$ cat src/common/xdm_pkg.sv
// Purpose: Shared constants and types of the crystal drift and loss monitor.
// Assumes: APB byte addresses, one 32-bit word per register.
// Notes: Configuration registers are 16 bits wide and read zero above.
package xdm_pkg;
	// Width of the crystal window counters.
	localparam int unsigned CNT_W = 24;
	// Width of the APB address bus.
	localparam int unsigned ADDR_W = 8;
	// Register byte offsets.
	localparam logic [7:0] OFF_LOSS_CFG0 = 8'h00;
	localparam logic [7:0] OFF_DRIFT_CFG = 8'h04;
	localparam logic [7:0] OFF_IRQ_STAT = 8'h08;
	localparam logic [7:0] OFF_IRQ_MASK = 8'h0C;
	localparam logic [7:0] OFF_LIVE = 8'h10;
	localparam logic [7:0] OFF_LOSS_CFG1 = 8'h14;
	// Reset values and writable bits of the configuration registers.
	localparam logic [15:0] CFG_RESET = 16'h0000;
	localparam logic [15:0] LOSS_CFG_WMASK = 16'h0C7F;
	localparam logic [3:0] IRQ_RESET = 4'h0;
	// Interrupt status and mask bit positions.
	localparam int unsigned IRQ_LOSS0 = 0;
	localparam int unsigned IRQ_LOSS1 = 1;
	localparam int unsigned IRQ_WARN = 2;
	localparam int unsigned IRQ_ERR = 3;
	// Live status bit positions.
	localparam int unsigned LIVE_LOSS_LSB = 0;
	localparam int unsigned LIVE_INV_LSB = 2;
	localparam int unsigned LIVE_WARN = 4;
	localparam int unsigned LIVE_ERR = 5;
	// Calibration clock divide ratio and its counter.
	localparam int unsigned CAL_DIV = 16;
	localparam logic [3:0] CAL_LAST = 4'(CAL_DIV - 1);
	// Loss counter saturation value.
	localparam logic [6:0] LOSS_CNT_MAX = 7'h7F;

	// Loss monitor and crystal selection configuration.
	typedef struct packed {
		logic [3:0] rsvd_hi;
		logic xtal_disable;
		logic los_fail_mask;
		logic [2:0] rsvd_lo;
		logic [6:0] los_thresh;
	} xdm_loss_cfg_s;

	// Drift monitor limits, two parts per million per step.
	typedef struct packed {
		logic [7:0] err_limit;
		logic [7:0] warn_limit;
	} xdm_drift_cfg_s;

	// Crystal counters handed over at the end of a window.
	typedef struct packed {
		logic done;
		logic [CNT_W-1:0] count0;
		logic [CNT_W-1:0] count1;
	} xdm_window_s;
endpackage

$ cat src/hdl/xdm_xtal_monitor.sv
// Purpose: Top of the crystal drift and loss monitor with APB registers.
// Assumes: All inputs are synchronous to SYS_CLK_I.
// Notes: Window counters and short-term results come from outside.
`timescale 1ns/100ps

module xdm_xtal_monitor (
	// Clock, reset and freeze.
	input wire logic SYS_CLK_I,
	input wire logic RESET_N_I,
	input wire logic CLK_EN_I,
	// APB slave.
	input wire logic PSEL_I,
	input wire logic PENABLE_I,
	input wire logic PWRITE_I,
	input wire logic [xdm_pkg::ADDR_W-1:0] PADDR_I,
	input wire logic [31:0] PWDATA_I,
	output logic [31:0] PRDATA_O,
	output logic PREADY_O,
	output logic PSLVERR_O,
	// Crystal clocks and external monitor results.
	input wire logic [1:0] XTAL_CLK_I,
	input wire logic [1:0] ST_FAIL_I,
	input wire xdm_pkg::xdm_window_s WINDOW_I,
	// Crystal qualification.
	output logic [1:0] XTAL_INVALID_O,
	output logic [1:0] XTAL_SELECTABLE_O,
	// Monitor status.
	output logic [1:0] LOSS_STATUS_O,
	output logic [1:0] SIGNAL_LOSS_EVENT_O,
	output logic DRIFT_WARN_O,
	output logic DRIFT_ERR_O,
	// Interrupt.
	output logic IRQ_O
);
	// Per-crystal loss configuration registers.
	xdm_pkg::xdm_loss_cfg_s loss_cfg_q [2];
	// Drift limit register.
	xdm_pkg::xdm_drift_cfg_s drift_cfg_q;
	// Sticky interrupt status and its mask.
	logic [3:0] irq_stat_q;
	logic [3:0] irq_mask_q;
	// Read data held for the access phase.
	logic [31:0] prdata_q;
	// Calibration divider.
	logic [3:0] cal_cnt_q;
	logic cal_tick;
	// Loss monitor results.
	logic [1:0] loss_sts;
	logic [1:0] loss_evt;
	// Drift results and their previous values.
	logic warn, err, warn_q, err_q;
	// Bus decode.
	logic setup, wr_en, mapped;
	logic [31:0] rd_mux;
	logic [3:0] irq_set;
	logic [3:0] irq_clr;
	// Unusable indication before registering.
	logic [1:0] invalid_d;

	// Address decode of the implemented registers.
	always_comb begin
		mapped = 1'b1;
		rd_mux = 32'h0000_0000;
		unique case (PADDR_I)
			xdm_pkg::OFF_LOSS_CFG0: begin
				rd_mux = {16'h0000, loss_cfg_q[0]};
			end
			xdm_pkg::OFF_LOSS_CFG1: begin
				rd_mux = {16'h0000, loss_cfg_q[1]};
			end
			xdm_pkg::OFF_DRIFT_CFG: begin
				rd_mux = {16'h0000, drift_cfg_q};
			end
			xdm_pkg::OFF_IRQ_STAT: begin
				rd_mux = {28'h000_0000, irq_stat_q};
			end
			xdm_pkg::OFF_IRQ_MASK: begin
				rd_mux = {28'h000_0000, irq_mask_q};
			end
			xdm_pkg::OFF_LIVE: begin
				rd_mux[xdm_pkg::LIVE_LOSS_LSB +: 2] = LOSS_STATUS_O;
				rd_mux[xdm_pkg::LIVE_INV_LSB +: 2] = XTAL_INVALID_O;
				rd_mux[xdm_pkg::LIVE_WARN] = DRIFT_WARN_O;
				rd_mux[xdm_pkg::LIVE_ERR] = DRIFT_ERR_O;
			end
			default: begin
				// Unmapped addresses read zero and answer with an error.
				mapped = 1'b0;
			end
		endcase
	end

	// The slave answers in the first access cycle unless frozen.
	assign setup = PSEL_I && !PENABLE_I && CLK_EN_I;
	assign PREADY_O = CLK_EN_I;
	assign PSLVERR_O = PSEL_I && PENABLE_I && !mapped;
	assign wr_en = PSEL_I && PENABLE_I && PWRITE_I && CLK_EN_I && mapped;
	assign PRDATA_O = prdata_q;

	// Read data is captured in the setup cycle.
	always_ff @(posedge SYS_CLK_I or negedge RESET_N_I) begin
		if (!RESET_N_I) begin
			prdata_q <= 32'h0000_0000;
		end else if (setup) begin
			prdata_q <= PWRITE_I ? 32'h0000_0000 : rd_mux;
		end
	end

	// Configuration writes; reserved bits stay zero.
	always_ff @(posedge SYS_CLK_I or negedge RESET_N_I) begin
		if (!RESET_N_I) begin
			loss_cfg_q[0] <= xdm_pkg::CFG_RESET;
			loss_cfg_q[1] <= xdm_pkg::CFG_RESET;
			drift_cfg_q <= xdm_pkg::CFG_RESET;
			irq_mask_q <= xdm_pkg::IRQ_RESET;
		end else if (wr_en) begin
			if (PADDR_I == xdm_pkg::OFF_LOSS_CFG0) begin
				loss_cfg_q[0] <= PWDATA_I[15:0] & xdm_pkg::LOSS_CFG_WMASK;
			end
			if (PADDR_I == xdm_pkg::OFF_LOSS_CFG1) begin
				loss_cfg_q[1] <= PWDATA_I[15:0] & xdm_pkg::LOSS_CFG_WMASK;
			end
			if (PADDR_I == xdm_pkg::OFF_DRIFT_CFG) begin
				drift_cfg_q <= PWDATA_I[15:0];
			end
			if (PADDR_I == xdm_pkg::OFF_IRQ_MASK) begin
				irq_mask_q <= PWDATA_I[3:0];
			end
		end
	end

	// Calibration tick, one cycle in sixteen.
	assign cal_tick = (cal_cnt_q == xdm_pkg::CAL_LAST);
	always_ff @(posedge SYS_CLK_I or negedge RESET_N_I) begin
		if (!RESET_N_I) begin
			cal_cnt_q <= 4'h0;
		end else if (CLK_EN_I) begin
			cal_cnt_q <= 4'(cal_cnt_q + 4'h1);
		end
	end

	// One missing-edge detector for each crystal.
	for (genvar i = 0; i < 2; i++) begin : g_loss
		xdm_loss_detect u_loss (
			.clk_i(SYS_CLK_I),
			.rst_n_i(RESET_N_I),
			.en_i(CLK_EN_I),
			.cal_tick_i(cal_tick),
			.xtal_i(XTAL_CLK_I[i]),
			.thresh_i(loss_cfg_q[i].los_thresh),
			.loss_sts_o(loss_sts[i]),
			.loss_evt_o(loss_evt[i])
		);
	end

	// Drift comparison between the two crystals.
	xdm_drift_check u_drift (
		.clk_i(SYS_CLK_I),
		.rst_n_i(RESET_N_I),
		.en_i(CLK_EN_I),
		.win_i(WINDOW_I),
		.cfg_i(drift_cfg_q),
		.warn_o(warn),
		.err_o(err)
	);

	// Unusable is any of blocked, unmasked loss or short-term failure.
	always_comb begin
		for (int i = 0; i < 2; i++) begin
			invalid_d[i] = loss_cfg_q[i].xtal_disable
				| (loss_sts[i] & ~loss_cfg_q[i].los_fail_mask)
				| ST_FAIL_I[i];
		end
	end

	// Registered qualification outputs, unusable and selectable.
	always_ff @(posedge SYS_CLK_I or negedge RESET_N_I) begin
		if (!RESET_N_I) begin
			XTAL_INVALID_O <= 2'h0;
			XTAL_SELECTABLE_O <= 2'h0;
		end else if (CLK_EN_I) begin
			XTAL_INVALID_O <= invalid_d;
			XTAL_SELECTABLE_O <= ~invalid_d;
		end
	end

	// Monitor results are passed out directly from their flip-flops.
	assign LOSS_STATUS_O = loss_sts;
	assign SIGNAL_LOSS_EVENT_O = loss_evt;
	assign DRIFT_WARN_O = warn;
	assign DRIFT_ERR_O = err;

	// Previous drift flags, so that a rising flag makes one event.
	always_ff @(posedge SYS_CLK_I or negedge RESET_N_I) begin
		if (!RESET_N_I) begin
			warn_q <= 1'b0;
			err_q <= 1'b0;
		end else if (CLK_EN_I) begin
			warn_q <= warn;
			err_q <= err;
		end
	end

	// Events that set sticky bits; a set beats a same-cycle clear.
	assign irq_set[xdm_pkg::IRQ_LOSS0] = loss_evt[0];
	assign irq_set[xdm_pkg::IRQ_LOSS1] = loss_evt[1];
	assign irq_set[xdm_pkg::IRQ_WARN] = warn && !warn_q;
	assign irq_set[xdm_pkg::IRQ_ERR] = err && !err_q;
	assign irq_clr = (wr_en && PADDR_I == xdm_pkg::OFF_IRQ_STAT) ? PWDATA_I[3:0] : 4'h0;
	always_ff @(posedge SYS_CLK_I or negedge RESET_N_I) begin
		if (!RESET_N_I) begin
			irq_stat_q <= xdm_pkg::IRQ_RESET;
		end else if (CLK_EN_I) begin
			irq_stat_q <= (irq_stat_q & ~irq_clr) | irq_set;
		end
	end

	// Level interrupt while any unmasked status bit is set.
	assign IRQ_O = |(irq_stat_q & irq_mask_q);
endmodule

$ cat src/hdl/xdm_loss_detect.sv
// Purpose: Missing-edge detector for one crystal clock.
// Assumes: Crystal level is synchronous to the system clock.
// Notes: Counts calibration ticks between same-direction edges.
`timescale 1ns/100ps
module xdm_loss_detect (
	// Clock, reset and freeze.
	input wire logic clk_i,
	input wire logic rst_n_i,
	input wire logic en_i,
	// Calibration tick and crystal level.
	input wire logic cal_tick_i,
	input wire logic xtal_i,
	input wire logic [6:0] thresh_i,
	// Loss status level and event pulse.
	output logic loss_sts_o,
	output logic loss_evt_o
);
	logic xtal_q; // Previous crystal level.
	logic [6:0] rise_cnt_q; // Ticks since the last rising edge.
	logic [6:0] fall_cnt_q; // Ticks since the last falling edge.
	logic rise, fall, enabled, hit_rise, hit_fall, hit;

	// Edges and the moment a count reaches the limit.
	assign rise = xtal_i & ~xtal_q;
	assign fall = ~xtal_i & xtal_q;
	assign enabled = (thresh_i != 7'h00);
	assign hit_rise = cal_tick_i && (rise_cnt_q != xdm_pkg::LOSS_CNT_MAX) && (7'(rise_cnt_q + 7'h01) == thresh_i);
	assign hit_fall = cal_tick_i && (fall_cnt_q != xdm_pkg::LOSS_CNT_MAX) && (7'(fall_cnt_q + 7'h01) == thresh_i);
	assign hit = enabled && !rise && !fall && (hit_rise || hit_fall);

	// Two interval counters, restarted by their own edge.
	always_ff @(posedge clk_i or negedge rst_n_i) begin
		if (!rst_n_i) begin
			xtal_q <= 1'b0;
			rise_cnt_q <= 7'h00;
			fall_cnt_q <= 7'h00;
		end else if (en_i) begin
			xtal_q <= xtal_i;
			if (rise) begin
				rise_cnt_q <= 7'h00;
			end else if (cal_tick_i && rise_cnt_q != xdm_pkg::LOSS_CNT_MAX) begin
				rise_cnt_q <= 7'(rise_cnt_q + 7'h01);
			end
			if (fall) begin
				fall_cnt_q <= 7'h00;
			end else if (cal_tick_i && fall_cnt_q != xdm_pkg::LOSS_CNT_MAX) begin
				fall_cnt_q <= 7'(fall_cnt_q + 7'h01);
			end
		end
	end

	// Status holds until any edge; a zero limit keeps it clear.
	always_ff @(posedge clk_i or negedge rst_n_i) begin
		if (!rst_n_i) begin
			loss_sts_o <= 1'b0;
			loss_evt_o <= 1'b0;
		end else if (en_i) begin
			loss_evt_o <= hit;
			if (!enabled) begin
				loss_sts_o <= 1'b0;
			end else if (rise || fall) begin
				loss_sts_o <= 1'b0;
			end else if (hit) begin
				loss_sts_o <= 1'b1;
			end
		end
	end
endmodule

$ cat src/hdl/xdm_drift_check.sv
// Purpose: Compares the two crystal counters at each window end.
// Assumes: One counter step equals two parts per million of window.
// Notes: Flags are levels that hold until the next window end.
`timescale 1ns/100ps
module xdm_drift_check (
	// Clock, reset and freeze.
	input wire logic clk_i,
	input wire logic rst_n_i,
	input wire logic en_i,
	// Window counters and limits.
	input wire xdm_pkg::xdm_window_s win_i,
	input wire xdm_pkg::xdm_drift_cfg_s cfg_i,
	// Drift flags.
	output logic warn_o,
	output logic err_o
);
	logic [xdm_pkg::CNT_W-1:0] diff; // Absolute counter difference.
	logic [xdm_pkg::CNT_W-1:0] err_lim, warn_lim;
	logic over_err, over_warn;

	// Limits are compared as counts, one step being two ppm.
	assign diff = (win_i.count0 >= win_i.count1) ? win_i.count0 - win_i.count1 : win_i.count1 - win_i.count0;
	assign err_lim = xdm_pkg::CNT_W'(cfg_i.err_limit);
	assign warn_lim = xdm_pkg::CNT_W'(cfg_i.warn_limit);
	assign over_err = (cfg_i.err_limit != 8'h00) && (diff > err_lim);
	assign over_warn = (cfg_i.warn_limit != 8'h00) && (diff > warn_lim) && !over_err;

	// Flags refresh only at a window end.
	always_ff @(posedge clk_i or negedge rst_n_i) begin
		if (!rst_n_i) begin
			warn_o <= 1'b0;
			err_o <= 1'b0;
		end else if (en_i && win_i.done) begin
			err_o <= over_err;
			warn_o <= over_warn;
		end
	end
endmodule

$ cat config.mk
export PLATFORM = sky130hd
export DESIGN_NAME = xdm_xtal_monitor
export DESIGN_NICKNAME = d
export VERILOG_FILES = /design/src/common/xdm_pkg.sv /design/src/hdl/xdm_xtal_monitor.sv /design/src/hdl/xdm_loss_detect.sv /design/src/hdl/xdm_drift_check.sv
export SDC_FILE = /design/constraint.sdc
export NUM_CORES = 1
export LEC_CHECK = 0
export BUFFER_PORTS_ARGS = -buffer_cell sky130_fd_sc_hd__buf_2
export CORE_UTILIZATION = 60
export DETAILED_ROUTE_END_ITERATION = 7
export GPL_TIMING_DRIVEN = 0
export PLACE_DENSITY_LB_ADDON = 0.25
export SKIP_CTS_REPAIR_TIMING = 1
export SLEW_MARGIN = 20
export SYNTH_ARGS = -nofsm -noshare
export SYNTH_HDL_FRONTEND = slang
export SYNTH_SLANG_ARGS = --single-unit
$ cat constraint.sdc
create_clock -name SYS_CLK_I -period 3.8 [get_ports SYS_CLK_I]
set_clock_uncertainty 0.2 [all_clocks]
set_input_delay 0 -clock SYS_CLK_I [delete_from_list [all_inputs] [get_ports SYS_CLK_I]]
set_output_delay 0 -clock SYS_CLK_I [all_outputs]
set_load 0.02 [all_outputs]
==> metrics.md, run 1 <==
| Metric | Value |
|---|---|
| Final Hold Fails | `0` |
| Routed length per instance | `~17 microns` |
| Max cap viols | `0` |
| Multiplexer share of the synthesized area | `0.0565` |
| Fmax | `243 MHz` |
| Async S/R FF share, synth | `1.00` |
| CTS tree | `done` |
| Slowest stage cell, crit path | `fa_2` |
| Main combinational cell family by area after synthesis | `compound AO/OA/AOI/OAI gates` |
| RSZ-0062 raised after global routing | `yes` |
| Area grow syn2layout | `20.0%` |
| Reg-to-reg critical path startpoint | `g_loss[0].u_loss.rise_cnt_q[0]` |
| Router iterations before antenna repair | `5` |
| CP max stage delay | `0.34 ns` |
| Clock slew seen by the registers of the worst setup and hold paths | `0.07 ns` |
| Min-Delay Path Class | `input pin to flip-flop` |
| DRT antenna net count | `0` |
| Hold Slack | `~0.048 ns` |
| Synthesized area per cell | `8.34 sq um` |
| Cells after DPL | `about 1300` |
| Max FO, Critical Path | `7` |
| Share of cells above drive strength 1 | `0.196` |
| Post-Synth Simple-Gate Area | `0.176` |
| Sum Neg Setup Slack | `-0.542 ns` |
| Hold path endpoint | `g_loss[1].u_loss.fall_cnt_q[5]` |
| Pwr Density | `338 mW/mm^2` |
| CTS Root Cell | `clkbuf_16` |
| Period utilization | `1.08` |
| CP endpoint kind | `flip-flop` |
| Clock buffer depth | `2` |
| Synth Area in XOR/XNOR | `0.0584` |
| Min Tclk post-route | `4.11 ns` |
| Vias/cell | `6.06` |
| Total grt overflow | `0` |
| Residual DRC | `0` |
| Slew headroom | `0.280` |
| Hold Crit Depth | `3` |
| Final GP Congestion | `0.931` |
| Syn Inst Count | `1026` |
| Non-filler cells, final | `1386` |
| Violated checks | `negative setup slack` |
| R2R depth | `10` |
| Initial Util | `0.616` |
| R2R Path End | `g_loss[0].u_loss.loss_sts_o` |
| Adder-Cell Fraction of Synth Area | `0.110` |
| Worst EP arrival | `4.15 ns` |
| First-pass GRT wire length | `37100 microns` |
| Initial antenna violation count | `0` |
| Status | `complete, but fails checks` |
| Hold_sp | `CLK_EN_I` |
| Mapped cell area | `0.00855 sq mm` |
| Initial DRC count | `865` |
| Final worst slack | `-0.312 ns` |
| Startpoint types | `input pin` |
| H-tree depth | `3` |
| Number of global-route vias before repair | `7464` |
| Total wire length | `~24000 microns` |
| Final setup fails | `2` |
| Maximum VDD drop | `about 0.25 mV` |
| Finished Core Util | `0.739` |
| Die area | `0.0147 sq mm` |
| Worst slack, placed | `-0.949 ns` |
| Via count | `8403` |
| Detailed Place HPWL | `17900 microns` |
| IO Port Bufs | `approximately 110` |
| WS Path Type | `input pin to flip-flop` |
| Largest net degree at the start of global routing | `74` |
| Die W | `121 microns` |
| Worst-skew pair later-pin latency | `0.36 ns` |
| N_diodes | `0` |
| Io pins | `144` |
| # rows | `43` |
| Compound-Gate Fraction of Synth Area | `0.218` |
| Post-synthesis register bit count | `104` |
| R2r setup slk | `roughly 0.9 ns` |
| Netlist cell types | `between 70 and 80` |
| Worst-Margin Slew | `1.08 ns` |
| Critical Path RT | `~3.8 ns` |
| Pleak | `just over 5 nW` |
| Synth Warn # | `0` |
| GRT Total Usage | `0.320` |
| CTS Buf Count | `9` |
| Register area share after synthesis | `0.304` |
| Nets | `1374` |
| Die height | `between 100 and 150 microns` |
| Core area | `0.0139 sq mm` |
| Post-synth EDFFs | `0` |
| Clk sinks | `104` |
| Final Max Tran Viols | `0` |
| Post-synth top flop | `dfrtp_1` |
==> per-stage QoR <==
| stage | total power [W] | area [sq um] |
|---|---|---|
| detailed placement | 0.00246 | 9520 |
| finish | 0.00347 | 10300 |
| CTS | 0.00339 | 9810 |
| global route | 0.00366 | 10300 |
| global placement | 0.00242 | 9470 |
| floorplan | 0.00213 | 8690 |
==> critical path, delay by kind of cell <==
kind / cells / cell delay [ns]
AO/OA/AOI/OAI: 12 / 2.02
adder cells (fa/ha/maj): 3 / 0.78
AND/OR/NAND/NOR: 4 / 0.52
buffers and inverters: 4 / 0.32
multiplexers: 1 / 0.29
XOR/XNOR: 1 / 0.20
==> worst max-delay path by stage <==
stage,startpoint,to,slack (ns),cells after the start
floorplan,WINDOW_I[24],u_drift.err_o,-0.23,25
global placement,WINDOW_I[24],u_drift.err_o,-0.90,26
detailed placement,WINDOW_I[24],u_drift.err_o,-0.95,26
CTS,WINDOW_I[24],u_drift.err_o,-0.62,26
global route,WINDOW_I[15],u_drift.err_o,-0.51,24
finish,WINDOW_I[24],u_drift.err_o,-0.31,25
==> cell families after synthesis <==
kind of cell               Yosys count
DFF                                104
other                                1
muxes                               42
and+or+nand+nor                    300
buffers and inverters              147
AOI/OAI and AO/OA                  301
xor gates and xnor gates            57
adders and majority gates           74
==> sequential cells by signal (all words and copies together), names as in the netlist, 4 cells and up <==
name                      flops
cal_cnt_q                     4
irq_stat_q                    4
irq_mask_q                    4
loss_cfg_q                   18
g_loss.u_loss.fall_cnt_q     14
g_loss.u_loss.rise_cnt_q     14
drift_cfg_q                  16
PRDATA_O                     16
==> final cells by class <==
| cell class | instances | area [sq um] |
|---|---|---|
| clock inverter | 6 | 67.6 |
| timing repair buffer | 154 | 1000 |
| fill | 1117 | 3620 |
| buffer | 56 | 325 |
| clock buffer | 10 | 229 |
| sequential | 104 | 2600 |
| multi-input combinational | 790 | 5480 |
| tap | 180 | 225 |
| inverter | 86 | 335 |
==> cells in the final DEF (no fill, tap or decap), drive strengths merged, types with 12 or more instances in the layout <==
master and count:
a21oi 85, a31oi 15, and3 19, buf 163
clkbuf 30, conb 16, dfrtp 104, dlygate4sd3 27
ha 72, inv 87, mux2 30, nand2 106
nand2b 12, nand3 32, nand4 17, nor2 37
nor3 23, o21a 12, o21ai 96, xnor2 33
xor2 24
==> cells in the mapped netlist, drive strengths merged (19+ instances only) <==
library cell / instances / area share
inv: 86 / 0.038
xor2: 24 / 0.025
nand2: 106 / 0.047
and3: 19 / 0.014
a21oi: 85 / 0.050
nor2: 37 / 0.016
nor3: 23 / 0.013
ha: 72 / 0.11
clkbuf: 25 / 0.011
mux2: 30 / 0.039
nand3: 32 / 0.019
xnor2: 33 / 0.034
buf: 36 / 0.028
o21ai: 96 / 0.056
dfrtp: 104 / 0.30
==> power by group <==
part,internal [W],total (W),switching (W)
clock network,0.000515,0.000943,0.000428
registers,0.00120,0.00132,0.000124
logic,0.000517,0.00120,0.000682
==> metal layers <==
| layer | part of all wire | wire length (microns) | track usage | up-vias |
|---|---|---|---|---|
| met3 | 0.071 | 1710 | 0.0418 | 47 |
| met2 | 0.46 | 11200 | 0.492 | 391 |
| met1 | 0.44 | 10600 | 0.460 | 3989 |
| li1 | - | - | - | 3976 |
| met4 | 0.025 | 590 | 0.110 | 0 |
| met5 | 0 | 0 | 0 | - |
Note: power is estimated with default switching activity, not from simulation.
==> inputs of run 2 (changes only) <==
--- a/config.mk
+++ b/config.mk
@@ -12,2 +12,4 @@
 export PLACE_DENSITY_LB_ADDON = 0.25
+export RECOVER_POWER = 25
+export SETUP_SLACK_MARGIN = 0.02
 export SKIP_CTS_REPAIR_TIMING = 1
--- a/constraint.sdc
+++ b/constraint.sdc
@@ -4,2 +4,2 @@
 set_output_delay 0 -clock SYS_CLK_I [all_outputs]
-set_load 0.02 [all_outputs]
+set_load 0.1 [all_outputs]
==> run 2 against run 1 <==
Net effect:
- the flow finishes with violations (max-capacitance violations, max-slew violations, negative setup slack)
- largest cell class unchanged
- wire length barely moved
- sequential share of layout area rose by 0.12 points
- global-route usage did not move
- register-to-register slack improved by 0.03 ns
- critical path type unchanged
- cell count did not move
- utilization fell by 0.35 points
- fmax barely moved
- sequential power barely moved
- via count rose by 0.19%
- die area did not move
- total power rose by 2.7%
- first-iteration DRC count rose by 1.3%
==> metrics.md, run 2 (same netlist as run 1, synthesis figures left out) <==
| Metric | Value |
|---|---|
| R2R depth | `10 (unchanged)` |
| Reg-to-reg critical path startpoint | `g_loss[0].u_loss.rise_cnt_q[0]` |
| CTS Root Cell | `clkbuf_16` |
| Initial Util | `0.616 (unchanged)` |
| Final Max Tran Viols | `106 (+106)` |
| Clock slew seen by the registers of the worst setup and hold paths | `0.07 ns (about the same)` |
| CP endpoint kind | `flip-flop` |
| Die W | `121 microns (unchanged)` |
| Max cap viols | `2 (+2)` |
| Critical Path RT | `3.84 ns (about the same)` |
| PnR Total Power | `0.00356 W (+2.7%)` |
| Slew headroom | `-0.196 (-0.476)` |
| Worst-skew pair later-pin latency | `0.36 ns (about the same)` |
| Hold_sp | `PADDR_I[6]` |
| Fmax | `243 MHz (about the same)` |
| Residual DRC | `0 (unchanged)` |
| Total grt overflow | `0 (unchanged)` |
| Maximum VDD drop | `0.259 mV (+1.9%)` |
| Worst EP arrival | `4.15 ns (about the same)` |
| Commonest cells after routing, fill and taps aside | `112 x buf_2, 104 x dfrtp_1, 104 x nand2_1` |
| Die height | `121 microns (unchanged)` |
| Routed length per instance | `17.4 microns (about the same)` |
| Most flops, register | `loss_cfg_q` |
| Vias/cell | `6.07 (+0.19%)` |
| CTS tree | `done` |
| Status | `complete, but fails checks` |
| Clk sinks | `104 (unchanged)` |
| Final GP Congestion | `0.931 (unchanged)` |
| Hold Crit Depth | `6 (+3)` |
| WS Path Type | `input pin to flip-flop` |
| Core area | `0.0139 sq mm (unchanged)` |
| N_diodes | `0 (unchanged)` |
| Hold path endpoint | `PRDATA_O[10]` |
| IO Port Bufs | `111 (unchanged)` |
| Largest net degree at the start of global routing | `74 (unchanged)` |
| Dpl cell area | `0.00952 sq mm (unchanged)` |
| Area grow syn2layout | `19.4%` |
| Nets | `1374 (unchanged)` |
| Fillers | `1125 (+0.72%)` |
| Total wire length | `24100 microns (about the same)` |
| Commonest non-fill, non-tap cell in the layout | `buf_2` |
| Pwr Density | `349 mW/mm^2 (+3.2%)` |
| Io pins | `144 (unchanged)` |
| DRT antenna net count | `0 (unchanged)` |
| Die area | `0.0147 sq mm (unchanged)` |
| H-tree depth | `3 (unchanged)` |
| R2R Path End | `g_loss[0].u_loss.loss_sts_o` |
| Number of global-route vias before repair | `7464 (unchanged)` |
| Final worst slack | `-0.310 ns (+0.00143 ns)` |
| Non-filler cells, final | `1386 (unchanged)` |
| Initial DRC count | `876 (+1.3%)` |
| Cells after DPL | `1334 (unchanged)` |
| Min Tclk post-route | `4.11 ns (-0.00143 ns)` |
| Max reg flops | `18 (unchanged)` |
| Min-Delay Path Class | `input pin to flip-flop` |
| Violated checks | `max-capacitance violations, max-slew violations, negative setup slack` |
| Pleak | `5.01 nW (-0.54%)` |
| R2r setup slk | `0.93 ns (+0.03 ns)` |
| Worst-Margin Slew | `1.79 ns (+0.716 ns)` |
| First-pass GRT wire length | `37100 microns (unchanged)` |
| CTS Buf Count | `9 (unchanged)` |
| Clock buffer depth | `2 (unchanged)` |
| RSZ-0062 raised after global routing | `yes` |
| Final setup fails | `2 (unchanged)` |
| Finished Cell Area | `0.0102 sq mm (-0.48%)` |
| Startpoint types | `input pin` |
| Share of cells above drive strength 1 | `0.192 (-0.00332)` |
| Period utilization | `1.08 (about the same)` |
| Router iterations before antenna repair | `6 (+1)` |
| Initial antenna violation count | `0 (unchanged)` |
| GRT Total Usage | `0.320 (unchanged)` |
| Max FO, Critical Path | `7 (unchanged)` |
| Via count | `8419 (+0.19%)` |
| Final Hold Fails | `0 (unchanged)` |
| Detailed Place HPWL | `17900 microns (unchanged)` |
| # rows | `43 (unchanged)` |
[run 2: layer usage]
metal,track usage,part of all wire,vias to the layer above
met5,0,0,-
met4,0.110,0.025,0
met3,0.0418,0.066,49
met2,0.492,0.47,373
met1,0.460,0.44,4014
li1,-,-,3983
[run 2: metrics by stage]
step           hold WS, ns  TNS (ns)  setup slack, ns  utilization
5_1_grt             0.0917    -0.931           -0.508        0.736
2_1_floorplan       -0.496    -0.344           -0.227            -
4_1_cts             -0.681     -1.16           -0.619        0.707
3_5_place_dp        -0.298     -1.82           -0.949        0.686
6_report            0.0445    -0.538           -0.310        0.736
3_3_place_gp       0.00560     -1.70           -0.902        0.682
[run 2: how the worst max path moves through the flow]
stage               endpoint         start  slack [ns]  cells after the start
2_1_floorplan  u_drift.err_o  WINDOW_I[24]       -0.23                     25
3_3_place_gp   u_drift.err_o  WINDOW_I[24]       -0.90                     26
3_5_place_dp   u_drift.err_o  WINDOW_I[24]       -0.95                     26
4_1_cts        u_drift.err_o  WINDOW_I[24]       -0.62                     26
5_1_grt        u_drift.err_o  WINDOW_I[15]       -0.51                     24
6_report       u_drift.err_o  WINDOW_I[24]       -0.31                     25
[run 2: critical path, cell delays in order]
cell,delay (ns)
buf_12,0.11
inv_12,0.04
ha_4,0.13
inv_2,0.03
fa_2,0.34
a21o_1,0.19
a21oi_2,0.15
a211o_1,0.20
a31oi_4,0.12
or2_1,0.25
buf_6,0.14
o211ai_1,0.15
nand3_1,0.12
a221oi_2,0.31
xnor2_2,0.20
ha_1,0.30
o21a_1,0.11
o21a_1,0.19
o21ai_2,0.13
nand2b_1,0.09
a21oi_2,0.14
nor2b_1,0.06
o22ai_1,0.18
a31oi_2,0.15
mux2_4,0.29
[run 2: layout make-up]
type                    instances  area, sq um  share of cell area
well taps                     180          225              0.0220
clock inverters                 6         67.6             0.00661
flip-flops and latches        104         2600               0.255
repair buffers                154          951              0.0931
multi-input cells             790         5480               0.536
plain buffers                  56          325              0.0318
inverters                      86          335              0.0328
clock buffers                  10          229              0.0224
[run 2: where the power goes]
group	total, W	leakage [nW]	switching [W]	internal, W
Sequential	0.00132	1.32	0.000124	0.00120
Clock	0.000945	0.144	0.000430	0.000515
Combinational	0.00129	3.55	0.000779	0.000512
Total	0.00356	5.01	0.00133	0.00223
==> inputs of run 3 (changes only) <==
- CELL_PAD_IN_SITES_DETAIL_PLACEMENT: unset -> 1
- CELL_PAD_IN_SITES_GLOBAL_PLACEMENT: unset -> 2
- CORE_UTILIZATION: 60 -> 37
- MAX_ROUTING_LAYER: unset -> met4
==> run 3 against run 2 <==
Net effect:
- the run still ends with max-capacitance violations, max-slew violations, negative setup slack left
- sequential power hardly changed
- utilization is 28 points lower
- wire length is 18% higher
- largest power group unchanged
- critical path depth is 1 higher
- cell count is 7.4% higher
- global-route usage is 7.2 points lower
- largest cell class unchanged
==> metrics.md, run 3 (same netlist as run 1, synthesis figures left out) <==
| Metric | Value |
|---|---|
| CTS Root Cell | `clkbuf_16` |
| Final setup fails | `2 (unchanged)` |
| CTS tree | `done` |
| Clock slew seen by the registers of the worst setup and hold paths | `0.07 ns (about the same)` |
| Worst slack, placed | `-1.12 ns (-0.172 ns)` |
| Finished Core Util | `0.459 (-0.277)` |
| Max cap viols | `2 (unchanged)` |
| Worst EP arrival | `4.28 ns (+0.13 ns)` |
| Router iterations before antenna repair | `5 (-1)` |
| Slew headroom | `-0.321 (-0.125)` |
| CTS Buf Count | `9 (unchanged)` |
| Number of global-route vias before repair | `8005 (+7.2%)` |
| Clock buffer depth | `2 (unchanged)` |
| WS Path Type | `input pin to flip-flop` |
| Startpoint types | `input pin` |
| Final GP Congestion | `0.905 (-2.8%)` |
| Io pins | `144 (unchanged)` |
| Initial Util | `0.378 (-0.238)` |
| Nets | `1372 (-0.15%)` |
| Fillers | `2713 (+140%)` |
| Worst-Margin Slew | `1.98 ns (+0.187 ns)` |
| Most flops, register | `loss_cfg_q` |
| Sw frac | `0.377 (+0.00291)` |
| CP endpoint kind | `flip-flop` |
| RSZ-0062 raised after global routing | `yes` |
| Routed length per instance | `19.1 microns (+10%)` |
| Combinational power share | `0.358 (-0.005)` |
| # rows | `55 (+28%)` |
| Final Max Tran Viols | `104 (-1.9%)` |
| Die height | `154 microns (+27%)` |
| Area grow syn2layout | `21.5%` |
| GRT Total Usage | `0.248 (-0.0719)` |
| Share of cells above drive strength 1 | `0.194 (+0.00115)` |
| Fmax | `236 MHz (-3.0%)` |
| Die W | `154 microns (+27%)` |
| Die area | `0.0237 sq mm (+61%)` |
| DRT antenna net count | `0 (unchanged)` |
| Total grt overflow | `0 (unchanged)` |
| Switching power | `0.00140 W (+4.9%)` |
| Worst-skew pair later-pin latency | `0.35 ns (about the same)` |
| Vias/cell | `5.49 (-9.6%)` |
| Int Power | `0.00231 W (+3.6%)` |
| Clk sinks | `104 (unchanged)` |
| First-pass GRT wire length | `44500 microns (+20%)` |
| Commonest non-fill, non-tap cell in the layout | `buf_2` |
| Max reg flops | `18 (unchanged)` |
| Residual DRC | `0 (unchanged)` |
| Via count | `8176 (-2.9%)` |
| Violated checks | `max-capacitance violations, max-slew violations, negative setup slack` |
| Maximum VDD drop | `0.205 mV (-21%)` |
| Pleak | `5.03 nW (+0.50%)` |
| Worst path top cell family by delay | `compound AO/OA/AOI/OAI gates` |
| CP max stage delay | `0.34 ns (about the same)` |
| N_diodes | `0 (unchanged)` |
| Pwr Density | `356 mW/mm^2 (+2.3%)` |
| Clock power share | `0.283 (+0.018)` |
| H-tree depth | `3 (unchanged)` |
| Final Hold Fails | `0 (unchanged)` |
| Largest net degree at the start of global routing | `62 (-16%)` |
| Core area | `0.0226 sq mm (+63%)` |
| Status | `complete, but fails checks` |
| Min-Delay Path Class | `input pin to flip-flop` |
| Reg power frac | `0.359 (-0.013)` |
| Max FO, Critical Path | `8 (+1)` |
| WP buf/inv | `5 (+1)` |
| Period utilization | `1.12 (+0.0340)` |
| Cells after DPL | `1439 (+7.9%)` |
| Total wire length | `28500 microns (+18%)` |
| Commonest cells after routing, fill and taps aside | `114 x buf_2, 104 x dfrtp_1, 104 x nand2_1` |
| Detailed Place HPWL | `22400 microns (+25%)` |
| IO Port Bufs | `111 (unchanged)` |
| Final worst slack | `-0.440 ns (-0.129 ns)` |
| Critical Path RT | `3.84 ns (about the same)` |
| Non-filler cells, final | `1489 (+7.4%)` |
| Initial antenna violation count | `0 (unchanged)` |
| Min Tclk post-route | `4.24 ns (+0.129 ns)` |
| Slowest stage cell, crit path | `fa_2` |
| Initial DRC count | `377 (-57%)` |
==> run 3: worst reg2reg max path, cell delays in order (launching register included) <==
cell and delay [ns]:
dfrtp_1 0.44, ha_1 0.34, nand3_1 0.18, nor2_1 0.35, xor2_1 0.21, a21oi_1 0.09, a2111oi_0 0.53, a221oi_1 0.15
a31oi_1 0.23, nand4b_1 0.18, a21oi_1 0.18
==> run 3: final cells by class <==
| type | count | area (sq um) | share of cell area |
|---|---|---|---|
| plain buffers | 58 | 358 | 0.0344 |
| clock buffers | 9 | 225 | 0.0217 |
| clock inverters | 7 | 103 | 0.00987 |
| inverters | 86 | 335 | 0.0323 |
| multi-input cells | 790 | 5470 | 0.526 |
| flip-flops and latches | 104 | 2600 | 0.250 |
| well taps | 285 | 357 | 0.0343 |
| repair buffers | 150 | 943 | 0.0908 |
==> run 3: worst paths after layout <==
check                                          startpoint                     endpoint  slack (ns)  cells past startpoint
hold reg to reg                                     err_q                irq_stat_q[3]        0.25                      1
setup / recovery                             WINDOW_I[24]                u_drift.err_o       -0.44                     26
hold / removal                                  PENABLE_I               loss_cfg_q[19]        0.06                      4
max in group asynchronous                       RESET_N_I                  PRDATA_O[9]        0.67                      4
min in group asynchronous                       RESET_N_I              drift_cfg_q[14]        0.42                      3
setup reg to reg           g_loss[0].u_loss.rise_cnt_q[0]  g_loss[0].u_loss.loss_sts_o        0.64                     10
==> run 3: power groups by stage <==
stage	logic (W)	clock network (W)	registers, W
detailed placement	0.00126	0	0.00135
floorplan	0.000878	0	0.00135
CTS	0.00126	0.00106	0.00133
global route	0.00147	0.00110	0.00135
global placement	0.00123	0	0.00135
finish	0.00133	0.00105	0.00133
==> run 3: per-stage QoR <==
step,setup TNS (ns),total power [W],hold WS [ns],area [sq um]
after floorplan,-0.344,0.00223,-0.496,8690
after global placement,-1.89,0.00257,0.0454,9600
after detailed placement,-2.15,0.00260,-0.236,9650
after CTS,-1.43,0.00366,-0.621,9980
after global routing,-1.31,0.00392,0.0741,10400
final,-0.789,0.00370,0.0616,10400
==> run 3: per-layer routing <==
layer / part of all wire / up-vias / global-route usage
met4: 0.014 / 0 / 0.0438
met5: 0 / - / -
met3: 0.031 / 21 / 0.0321
met2: 0.46 / 147 / 0.381
met1: 0.50 / 4042 / 0.350
li1: - / 3966 / -
